[config.mk]
export PLATFORM = sky130hd
export DESIGN_NAME = masl_core
export DESIGN_NICKNAME = d
export VERILOG_FILES = /design/src/shared/masl_pkg.sv /design/src/core/masl_alu.sv /design/src/core/masl_core.sv
export VERILOG_INCLUDE_DIRS = /design/src /design/src/shared
export SDC_FILE = /design/constraint.sdc
export NUM_CORES = 2
export LEC_CHECK = 0
export BUFFER_PORTS_ARGS = -buffer_cell sky130_fd_sc_hd__clkbuf_2
export CAP_MARGIN = 20
export CORE_MARGIN = 4
export CORE_UTILIZATION = 44
export DETAILED_ROUTE_END_ITERATION = 7
export PLACE_DENSITY_LB_ADDON = 0.3
export SLEW_MARGIN = 20
export SYNTH_ARGS = -nofsm -noshare
export SYNTH_HDL_FRONTEND = slang
export SYNTH_HIERARCHICAL = 1
export SYNTH_SLANG_ARGS = --single-unit
[constraint.sdc]
create_clock -name pclk -period 6.65 [get_ports pclk]
set_clock_uncertainty 0.2 [all_clocks]
set_input_delay 0.665 -clock pclk [delete_from_list [all_inputs] [get_ports pclk]]
set_output_delay 0.665 -clock pclk [all_outputs]
set_load 0.02 [all_outputs]
[src/shared/masl_defines.svh]
`ifndef MASL_DEFINES_SVH
`define MASL_DEFINES_SVH
`define MASL_OFF_CMD 12'h000
`define MASL_OFF_ACC 12'h004
`define MASL_OFF_FLAGS 12'h008
`define MASL_OFF_PC 12'h00C
`define MASL_OFF_MEM 12'h100
`define MASL_MEM_WORDS 88
`define MASL_FLAG_C 0
`define MASL_FLAG_AC 1
`define MASL_FLAG_Z 2
`define MASL_FLAG_OV 3
`define MASL_FLAG_PDF 4
`define MASL_FLAG_TO 5
`define MASL_CMD_OP_LSB 16
`define MASL_CMD_ADDR_LSB 8
`define MASL_BCD_LIMIT 4'h9
`define MASL_BCD_FIX 4'h6
`define MASL_CLK_PERIOD_NS 8
`define MASL_INSTR_SYSCLKS 4
`define MASL_PCL_EXTRA_SYSCLKS 4
`define MASL_PC_RESET 12'h000
`endif

[src/shared/masl_pkg.sv]
package masl_pkg;
    typedef enum logic [3:0] {
        MASL_OP_NOP = 4'h0,
        MASL_OP_COMPLEMENT_TO_ACC = 4'h1,
        MASL_OP_DECADJ = 4'h2,
        MASL_OP_DECREMENT_TO_ACC = 4'h3,
        MASL_OP_DEC = 4'h4,
        MASL_OP_INC = 4'h5,
        MASL_OP_INCA = 4'h6,
        MASL_OP_HALT = 4'h7,
        MASL_OP_JMP = 4'h8,
        MASL_OP_MOV_AM = 4'h9,
        MASL_OP_MOV_AX = 4'hA,
        MASL_OP_MOV_MA = 4'hB,
        MASL_OP_OR_AM = 4'hC,
        MASL_OP_OR_AX = 4'hD,
        MASL_OP_ORM = 4'hE
    } masl_op_e;
    typedef struct packed {
        logic to;
        logic power_down_flag;
        logic ov;
        logic z;
        logic ac;
        logic c;
    } masl_flags_s;
    typedef struct packed {
        logic [7:0] value;
        logic [7:0] acc;
        logic cin;
        logic zin;
    } masl_alu_in_s;
    typedef struct packed {
        logic [7:0] result;
        logic to_mem;
        logic z;
        logic c;
        logic set_z;
        logic set_c;
    } masl_alu_out_s;
endpackage

[src/core/masl_alu.sv]
`timescale 1ns/1ps
`include "masl_defines.svh"
module masl_alu
(
    input wire masl_pkg::masl_op_e op,
    input wire masl_pkg::masl_alu_in_s din,
    output masl_pkg::masl_alu_out_s dout
);
    logic [4:0] lo_sum;
    logic [4:0] hi_sum;
    logic nib_carry;
    always_comb
    begin
        dout = '0;
        nib_carry = 1'b0;
        lo_sum = 5'h00;
        hi_sum = 5'h00;
        unique case (op)
            masl_pkg::MASL_OP_COMPLEMENT_TO_ACC:
            begin
                dout.result = ~din.value;
                dout.set_z = 1'b1;
            end
            masl_pkg::MASL_OP_DECADJ:
            begin
                // Low nibble
                if (din.acc[3:0] > `MASL_BCD_LIMIT || din.cin)
                begin
                    lo_sum = {1'b0, din.acc[3:0]} + {1'b0, `MASL_BCD_FIX};
                end
                else
                begin
                    lo_sum = {1'b0, din.acc[3:0]};
                end
                nib_carry = din.acc[3:0] > `MASL_BCD_LIMIT;
                // High nine plus nibble carry also exceeds nine
                if (din.acc[7:4] > `MASL_BCD_LIMIT || din.cin
                    || (nib_carry && din.acc[7:4] == `MASL_BCD_LIMIT))
                begin
                    hi_sum = {1'b0, din.acc[7:4]} + {1'b0, `MASL_BCD_FIX}
                        + {4'h0, nib_carry};
                end
                else
                begin
                    hi_sum = {1'b0, din.acc[7:4]} + {4'h0, nib_carry};
                end
                dout.result = {hi_sum[3:0], lo_sum[3:0]};
                dout.to_mem = 1'b1;
                dout.c = hi_sum[4] | din.cin;
                dout.set_c = 1'b1;
            end
            masl_pkg::MASL_OP_DECREMENT_TO_ACC:
            begin
                dout.result = din.value - 8'h01;
                dout.set_z = 1'b1;
            end
            masl_pkg::MASL_OP_DEC:
            begin
                dout.result = din.value - 8'h01;
                dout.to_mem = 1'b1;
                dout.set_z = 1'b1;
            end
            masl_pkg::MASL_OP_INC:
            begin
                dout.result = din.value + 8'h01;
                dout.to_mem = 1'b1;
                dout.set_z = 1'b1;
            end
            masl_pkg::MASL_OP_INCA:
            begin
                dout.result = din.value + 8'h01;
                dout.set_z = 1'b1;
            end
            masl_pkg::MASL_OP_MOV_AM,
            masl_pkg::MASL_OP_MOV_AX:
            begin
                dout.result = din.value;
            end
            masl_pkg::MASL_OP_MOV_MA:
            begin
                dout.result = din.acc;
                dout.to_mem = 1'b1;
            end
            masl_pkg::MASL_OP_OR_AM,
            masl_pkg::MASL_OP_OR_AX:
            begin
                dout.result = din.acc | din.value;
                dout.set_z = 1'b1;
            end
            masl_pkg::MASL_OP_ORM:
            begin
                dout.result = din.acc | din.value;
                dout.to_mem = 1'b1;
                dout.set_z = 1'b1;
            end
            default:
            begin
                dout.result = din.acc;
            end
        endcase
        dout.z = (dout.result == 8'h00);
    end
endmodule // masl_alu

[src/core/masl_core.sv]
// The implementer's own choices: the APB register port and the register addresses.
`timescale 1ns/1ps
`include "masl_defines.svh"
// What this block does
// - Complement memory byte into accumulator; memory unchanged; only zero flag updated.
// - Decimal adjust converts accumulator to packed BCD, nibble by nibble.
// - Low nibble above nine makes an internal carry feeding the high nibble.
// - Nibble above nine or with carry gets plus six, else passes.
// - Decimal adjust result goes to memory; only carry flag changes.
// - Decrement memory byte into accumulator; memory kept; only zero flag.
// - Store accumulator to memory without touching any flag.
// - OR accumulator with memory into accumulator, updating only zero flag.
// - Writing the low program counter adds one instruction cycle, four clocks.
module masl_core
(
    input wire logic pclk,
    input wire logic presetn,
    input wire logic psel,
    input wire logic penable,
    input wire logic pwrite,
    input wire logic [11:0] paddr,
    input wire logic [31:0] pwdata,
    output logic [31:0] prdata,
    output logic pready,
    output logic pslverr,
    output logic sys_clock_stop,
    output logic watchdog_clear
);
    typedef enum logic [1:0] {
        MASL_ST_IDLE = 2'b00,
        MASL_ST_EXEC = 2'b01,
        MASL_ST_DONE = 2'b10
    } masl_state_e;
    logic [7:0] mem_r [0:`MASL_MEM_WORDS-1];
    logic [7:0] mem_nxt [0:`MASL_MEM_WORDS-1];
    logic [7:0] acc_r, acc_nxt;
    logic [11:0] pc_r, pc_nxt;
    masl_pkg::masl_flags_s flags_r, flags_nxt;
    masl_state_e state_r, state_nxt;
    logic [3:0] cnt_r, cnt_nxt;
    masl_pkg::masl_op_e op_r, op_nxt;
    logic [7:0] addr_r, addr_nxt;
    logic [7:0] imm_r, imm_nxt;
    logic [31:0] prdata_nxt;
    logic pready_nxt, pslverr_nxt, stop_nxt, wdc_nxt;
    logic stop_r, wdc_r;
    logic [31:0] prdata_r;
    logic pready_r, pslverr_r;
    masl_pkg::masl_alu_in_s alu_in;
    masl_pkg::masl_alu_out_s alu_out;
    logic acc_xfer, mem_hit, addr_ok;
    logic [6:0] mem_idx;
    masl_alu u_alu
    (
        .op(op_r),
        .din(alu_in),
        .dout(alu_out)
    );
    assign addr_ok = addr_r < 8'(`MASL_MEM_WORDS);
    always_comb
    begin
        alu_in.acc = acc_r;
        alu_in.cin = flags_r.c;
        alu_in.zin = flags_r.z;
        if (op_r == masl_pkg::MASL_OP_MOV_AX || op_r == masl_pkg::MASL_OP_OR_AX)
        begin
            alu_in.value = imm_r;
        end
        else
        begin
            alu_in.value = addr_ok ? mem_r[addr_r[6:0]] : 8'h00;
        end
    end
    assign acc_xfer = psel && penable && !pready_r;
    assign mem_hit = paddr >= `MASL_OFF_MEM
        && paddr < (`MASL_OFF_MEM + 12'(4 * `MASL_MEM_WORDS));
    assign mem_idx = 7'((paddr - `MASL_OFF_MEM) >> 2);
    always_comb
    begin
        for (int i = 0; i < `MASL_MEM_WORDS; i++)
        begin
            mem_nxt[i] = mem_r[i];
        end
        acc_nxt = acc_r;
        pc_nxt = pc_r;
        flags_nxt = flags_r;
        state_nxt = state_r;
        cnt_nxt = cnt_r;
        op_nxt = op_r;
        addr_nxt = addr_r;
        imm_nxt = imm_r;
        prdata_nxt = 32'h0000_0000;
        pready_nxt = 1'b0;
        pslverr_nxt = 1'b0;
        stop_nxt = stop_r;
        wdc_nxt = 1'b0;
        unique case (state_r)
            MASL_ST_IDLE:
            begin
                if (acc_xfer)
                begin
                    pready_nxt = 1'b1;
                    if (pwrite)
                    begin
                        if (paddr == `MASL_OFF_CMD)
                        begin
                            op_nxt = masl_pkg::masl_op_e'(pwdata[`MASL_CMD_OP_LSB +: 4]);
                            addr_nxt = pwdata[`MASL_CMD_ADDR_LSB +: 8];
                            imm_nxt = pwdata[7:0];
                            cnt_nxt = 4'(`MASL_INSTR_SYSCLKS - 1);
                            state_nxt = MASL_ST_EXEC;
                            stop_nxt = 1'b0;
                        end
                        else if (paddr == `MASL_OFF_ACC)
                        begin
                            acc_nxt = pwdata[7:0];
                        end
                        else if (paddr == `MASL_OFF_FLAGS)
                        begin
                            flags_nxt = pwdata[5:0];
                        end
                        else if (paddr == `MASL_OFF_PC)
                        begin
                            pc_nxt = pwdata[11:0];
                        end
                        else if (mem_hit)
                        begin
                            mem_nxt[mem_idx] = pwdata[7:0];
                        end
                        else
                        begin
                            pslverr_nxt = 1'b1;
                        end
                    end
                    else
                    begin
                        if (paddr == `MASL_OFF_CMD)
                        begin
                            prdata_nxt = {31'h0, stop_r};
                        end
                        else if (paddr == `MASL_OFF_ACC)
                        begin
                            prdata_nxt = {24'h0, acc_r};
                        end
                        else if (paddr == `MASL_OFF_FLAGS)
                        begin
                            prdata_nxt = {26'h0, flags_r};
                        end
                        else if (paddr == `MASL_OFF_PC)
                        begin
                            prdata_nxt = {20'h0, pc_r};
                        end
                        else if (mem_hit)
                        begin
                            prdata_nxt = {24'h0, mem_r[mem_idx]};
                        end
                        else
                        begin
                            pslverr_nxt = 1'b1;
                        end
                    end
                end
            end
            MASL_ST_EXEC:
            begin
                // Instruction takes effect at end of its cycle
                if (cnt_r != 4'h0)
                begin
                    cnt_nxt = cnt_r - 4'h1;
                end
                else
                begin
                    state_nxt = MASL_ST_IDLE;
                    pc_nxt = pc_r + 12'h001;
                    if (op_r == masl_pkg::MASL_OP_JMP)
                    begin
                        pc_nxt = {imm_r[3:0], addr_r};
                        cnt_nxt = 4'(`MASL_PCL_EXTRA_SYSCLKS - 1);
                        state_nxt = MASL_ST_DONE;
                    end
                    else if (op_r == masl_pkg::MASL_OP_HALT)
                    begin
                        stop_nxt = 1'b1;
                        wdc_nxt = 1'b1;
                        flags_nxt.power_down_flag = 1'b1;
                        flags_nxt.to = 1'b0;
                    end
                    else if (op_r != masl_pkg::MASL_OP_NOP)
                    begin
                        if (alu_out.to_mem)
                        begin
                            if (addr_ok)
                            begin
                                mem_nxt[addr_r[6:0]] = alu_out.result;
                            end
                        end
                        else
                        begin
                            acc_nxt = alu_out.result;
                        end
                        if (alu_out.set_z)
                        begin
                            flags_nxt.z = alu_out.z;
                        end
                        if (alu_out.set_c)
                        begin
                            flags_nxt.c = alu_out.c;
                        end
                    end
                end
            end
            MASL_ST_DONE:
            begin
                if (cnt_r != 4'h0)
                begin
                    cnt_nxt = cnt_r - 4'h1;
                end
                else
                begin
                    state_nxt = MASL_ST_IDLE;
                end
            end
            default:
            begin
                state_nxt = MASL_ST_IDLE;
            end
        endcase
        if (state_r != MASL_ST_IDLE && acc_xfer)
        begin
            pready_nxt = 1'b1;
            pslverr_nxt = 1'b1;
        end
    end
    always_ff @(posedge pclk or negedge presetn)
    begin
        if (!presetn)
        begin
            for (int i = 0; i < `MASL_MEM_WORDS; i++)
            begin
                mem_r[i] <= 8'h00;
            end
            acc_r <= 8'h00;
            pc_r <= `MASL_PC_RESET;
            flags_r <= '0;
            state_r <= MASL_ST_IDLE;
            cnt_r <= 4'h0;
            op_r <= masl_pkg::MASL_OP_NOP;
            addr_r <= 8'h00;
            imm_r <= 8'h00;
            prdata_r <= 32'h0000_0000;
            pready_r <= 1'b0;
            pslverr_r <= 1'b0;
            stop_r <= 1'b0;
            wdc_r <= 1'b0;
        end
        else
        begin
            for (int i = 0; i < `MASL_MEM_WORDS; i++)
            begin
                mem_r[i] <= mem_nxt[i];
            end
            acc_r <= acc_nxt;
            pc_r <= pc_nxt;
            flags_r <= flags_nxt;
            state_r <= state_nxt;
            cnt_r <= cnt_nxt;
            op_r <= op_nxt;
            addr_r <= addr_nxt;
            imm_r <= imm_nxt;
            prdata_r <= prdata_nxt;
            pready_r <= pready_nxt;
            pslverr_r <= pslverr_nxt;
            stop_r <= stop_nxt;
            wdc_r <= wdc_nxt;
        end
    end
    assign prdata = prdata_r;
    assign pready = pready_r;
    assign pslverr = pslverr_r;
    assign sys_clock_stop = stop_r;
    assign watchdog_clear = wdc_r;
endmodule // masl_core

==> results.sh <==
export IMPL_fmaxAchievable_ghz=0.152
export IMPL_initial_antenna_violation_count=12
export IMPL_total_count_of_max_transition_violations_in_the_final_report=0
export IMPL_gr_usage_all_layers_pct=35.9
export IMPL_fillerInstances=10322
export IMPL_floorplan_io_pins=85
export IMPL_gpl_final_weighted_congestion=1.07
export IMPL_r2r_cells=19
export IMPL_initial_utilization_pct=44.6
export IMPL_synth_ff_type="sky130_fd_sc_hd__dfrtp_1"
export IMPL_power_density_mw_per_mm2=188
export IMPL_worst_setup_hold_path_clk_slew_ns=0.06
export IMPL_net_switching_power_mw=2.73
export IMPL_setup_worst_path_start_class="flip-flop"
export IMPL_routed_wirelength_um=225000
export IMPL_power_frac_comb_pct=6.7
export IMPL_critical_path_depth=19
export IMPL_max_slew_worst_pin_slew_ns=1.25
export IMPL_post_route_cells_drive_above_1_share_pct=32.5
export IMPL_multi_input_comb_area_mm2=0.0299
export IMPL_hold_depth=2
export IMPL_run_status="finished, final reports clean"
export IMPL_syn_warnings=6
export IMPL_total_core_area_mm2=0.115
export IMPL_die_area_mm2=0.122
export IMPL_grt_first_pass_wirelength_um=323000
export IMPL_port_buffers=52
export IMPL_post_route_util_pct=49.3
export IMPL_type_of_the_worst_min_delay_path="in2reg"
export IMPL_routed_wire_length_per_instance_um=36.1
export IMPL_via_count=46881
export IMPL_die_extent_in_y_um=349
export IMPL_h_tree_lvl_count=3
export IMPL_synthDominantAreaCellType="sky130_fd_sc_hd__dfrtp_1"
export IMPL_crit_path_max_incr_delay_ns=1.10
export IMPL_synth_seq_area_share_pct=37.8
export IMPL_cts_repair_resize_count=0
export IMPL_post_route_period_util_pct=98.7
export IMPL_place_detailed_instances=6059
export IMPL_setup_viol=0
export IMPL_syn_inst=4709
export IMPL_clk_root_buffer_cell="sky130_fd_sc_hd__clkbuf_16"
export IMPL_final_nets=4706
export IMPL_synth_avg_cell_area_um2=10.9
export IMPL_cts_setup_buffers=0
export IMPL_max_vdd_ir_drop_mv=0.174
export IMPL_worst_slew_margin_rel_pct=16.2
export IMPL_timing_critical_path_required_ns=7.09
export IMPL_drt_iter0_drc=7420
export IMPL_grt_remaining_overflow=0
export IMPL_timing_hold_violations_final=0
export IMPL_grt_start_max_net_pins=159
export IMPL_data_arrival_time_of_the_worst_path_ns=7.00
export IMPL_rsz0062_at_grt="false"
export IMPL_yosys_register_bits=772
export IMPL_timing_critical_path_max_delay_family="compound AO/OA/AOI/OAI gates"
export IMPL_critical_path_endpoint_type="flip-flop"
export IMPL_timing_worst_setup_path_type="reg2reg"
export IMPL_critPathBufInv=2
export IMPL_power_leakage_nw=18.9
export IMPL_r2r_start="addr_r[0]$_DFFE_PN0P_"
export IMPL_drt_pass1_iter_count=7
export IMPL_totalPowerFinal_mw=10.6
export IMPL_synth_cell_types=105
export IMPL_worst_path_max_fanout=25
export IMPL_layout_min_cycle_time_ns=6.56
export IMPL_setup_total_negative_slack_ns=0
export IMPL_vias_in_the_first_global_route=44777
export IMPL_critical_path_startpoint="addr_r[0]$_DFFE_PN0P_"
export IMPL_drc=0
export IMPL_netlist_top_cells_area="sky130_fd_sc_hd__dfrtp_1 38%, sky130_fd_sc_hd__mux2_2 14%, sky130_fd_sc_hd__o22ai_1 9.0%"
export IMPL_cp_cell_sequence="nor2b_2 > a221oi_1 > nor2_1 > o21ai_0 > o211ai_1 > a2111oi_0 > buf_4 > a31oi_1 > ha_1 > or3b_2 > a221o_1 > o41a_1 > nand3_2 > o31ai_4 > a21oi_2 > nand2_4 > buf_12 > o22ai_1 > mux2_2"
export IMPL_slowest_stage="sky130_fd_sc_hd__nor2b_2"
export IMPL_die_width_um=349
export IMPL_clkPwrFrac_pct=48.7
export IMPL_clockBufferDepth=3
export IMPL_max_cap_violations=0
export IMPL_insertion_delay_ns=0.70
export IMPL_area_growth_synth_to_final_pct=10.7
export IMPL_hold_path_startpoint="pwdata[12]"
export IMPL_dp_final_hpwl_um=149000
export IMPL_asr_flop_ratio_synth_pct=100
export IMPL_power_switching_share_pct=25.7
export IMPL_fp_row_count=124
export IMPL_tritoncts_clock_tree="yes"
export IMPL_power_share_sequential_pct=44.6
export IMPL_number_of_synthesized_flops_with_an_enable_pin=0
export IMPL_numClockSinks=772
export IMPL_yosysTopAreaCellShare_pct=37.8
export IMPL_post_dr_vias_cell=7.53
export IMPL_netlist_area_mm2=0.0512
export IMPL_ant_nets=0
export IMPL_synth_top_cells_by_count="772 x sky130_fd_sc_hd__dfrtp_1, 735 x sky130_fd_sc_hd__o22ai_1, 656 x sky130_fd_sc_hd__mux2_2"
export IMPL_synthMostInstantiatedCell="sky130_fd_sc_hd__dfrtp_1"
export IMPL_cts_buffers=89
export IMPL_instances_no_fill=6229
export IMPL_seqCellArea_mm2=0.0193
export IMPL_internal_power_mw=7.90
area by class of cell:
| cell class | count | share of cell area [%] |
|---|---|---|
| Antenna cell | 9 | 0.0398 |
| Clock buffer | 131 | 4.64 |
| Clock inverter | 27 | 0.612 |
| Inverter | 29 | 0.192 |
| Multi-Input combinational cell | 3477 | 52.8 |
| Sequential cell | 772 | 34.1 |
| Tap cell | 1512 | 3.34 |
| Timing Repair Buffer | 272 | 4.21 |
cell families after synthesis:
kind of cell / Yosys count / synth area share (%)
compound gates: 1446 / 18.5
xor+xnor: 10 / 0.186
fa+ha+maj: 16 / 0.391
buf+inv: 479 / 4.40
flops: 772 / 37.8
mux: 1163 / 30.6
other cells: 1 / 0.00733
simple gates: 822 / 8.13
metal layers:
layer	track usage, %	share of wire (%)	vias to the layer above
li1	-	-	18351
met1	45.7	36	23356
met2	49.6	40	4040
met3	15.4	16	1120
met4	22.8	8.5	14
met5	1.73	0.17	-
flip-flops by register name, summed over array words and instances, names as in the netlist:
| name | flops |
|---|---|
| mem_r | 704 |
| state_r | 2 |
| op_r | 4 |
| pready | 1 |
| alu_in | 2 |
| addr_r | 8 |
| pslverr | 1 |
| cnt_r | 4 |
| pc_r | 12 |
| prdata | 12 |
| imm_r | 8 |
| acc_r | 8 |
| watchdog_clear | 1 |
| sys_clock_stop | 1 |
| flags_r | 4 |
worst reg2reg max path, delay by kind of cell, from the launching register on:
family | cells | cell delay, ns
compound gates | 10 | 2.48
flops | 1 | 0.77
mux | 1 | 0.19
buf+inv | 2 | 0.45
simple gates | 5 | 2.12
fa+ha+maj | 1 | 0.34
cell usage in the layout (no fill, tap or decap), drive strengths merged, types with 16 or more instances in the layout:
master    n
mux2    820
dfrtp   772
o22ai   735
nand2   410
buf     220
o21ai   203
mux4    191
clkbuf  180
mux2i   152
nand3   127
nor2    115
a21oi   109
a221oi   96
a22oi    89
inv      32
nor3     31
nand2b   24
a211oi   24
a31oi    23
o211ai   23
a221o    22
a21o     22
nor2b    21
conb     20
and3     18
ha       16
power by group through the flow:
stage                     logic [mW]  clock network [mW]  registers, mW
after CTS                      0.676                5.18           4.74
after global placement         0.668                   0           4.83
after global routing           0.727                5.36           4.74
after detailed placement       0.673                   0           4.83
final                          0.715                5.18           4.74
after floorplan                0.357                   0           4.82
what timing repair did:
item	CTS	global route
hold endpoints to repair	86	0
hold buffers	3	0
setup endpoints to repair	0	0
per-stage QoR:
step / setup slack (ns) / cell area (µm²) / hold slack [ns]
2_1_floorplan: 1.51 / 51200 / 0.169
3_3_place_gp: 0.559 / 53600 / 0.270
3_5_place_dp: 0.478 / 53600 / 0.274
4_1_cts: 0.441 / 56600 / 0.00405
5_1_grt: 0.100 / 56600 / 0.0109
6_report: 0.0888 / 56600 / 0.0203
path summary, 6_finish.rpt:
| path | slack (ns) | end |
|---|---|---|
| max in group asynchronous | 4.25 | mem_r[500]$_DFFE_PN0P_ |
| min in group asynchronous | 0.42 | mem_r[231]$_DFFE_PN0P_ |
| setup reg to reg | 0.09 | mem_r[438]$_DFFE_PN0P_ |
| setup / recovery | 0.09 | mem_r[438]$_DFFE_PN0P_ |
| hold reg to reg | 0.30 | cnt_r[3]$_DFFE_PN0P_ |
| hold / removal | 0.02 | addr_r[4]$_DFFE_PN0P_ |
(Power assumes the default switching activity.)
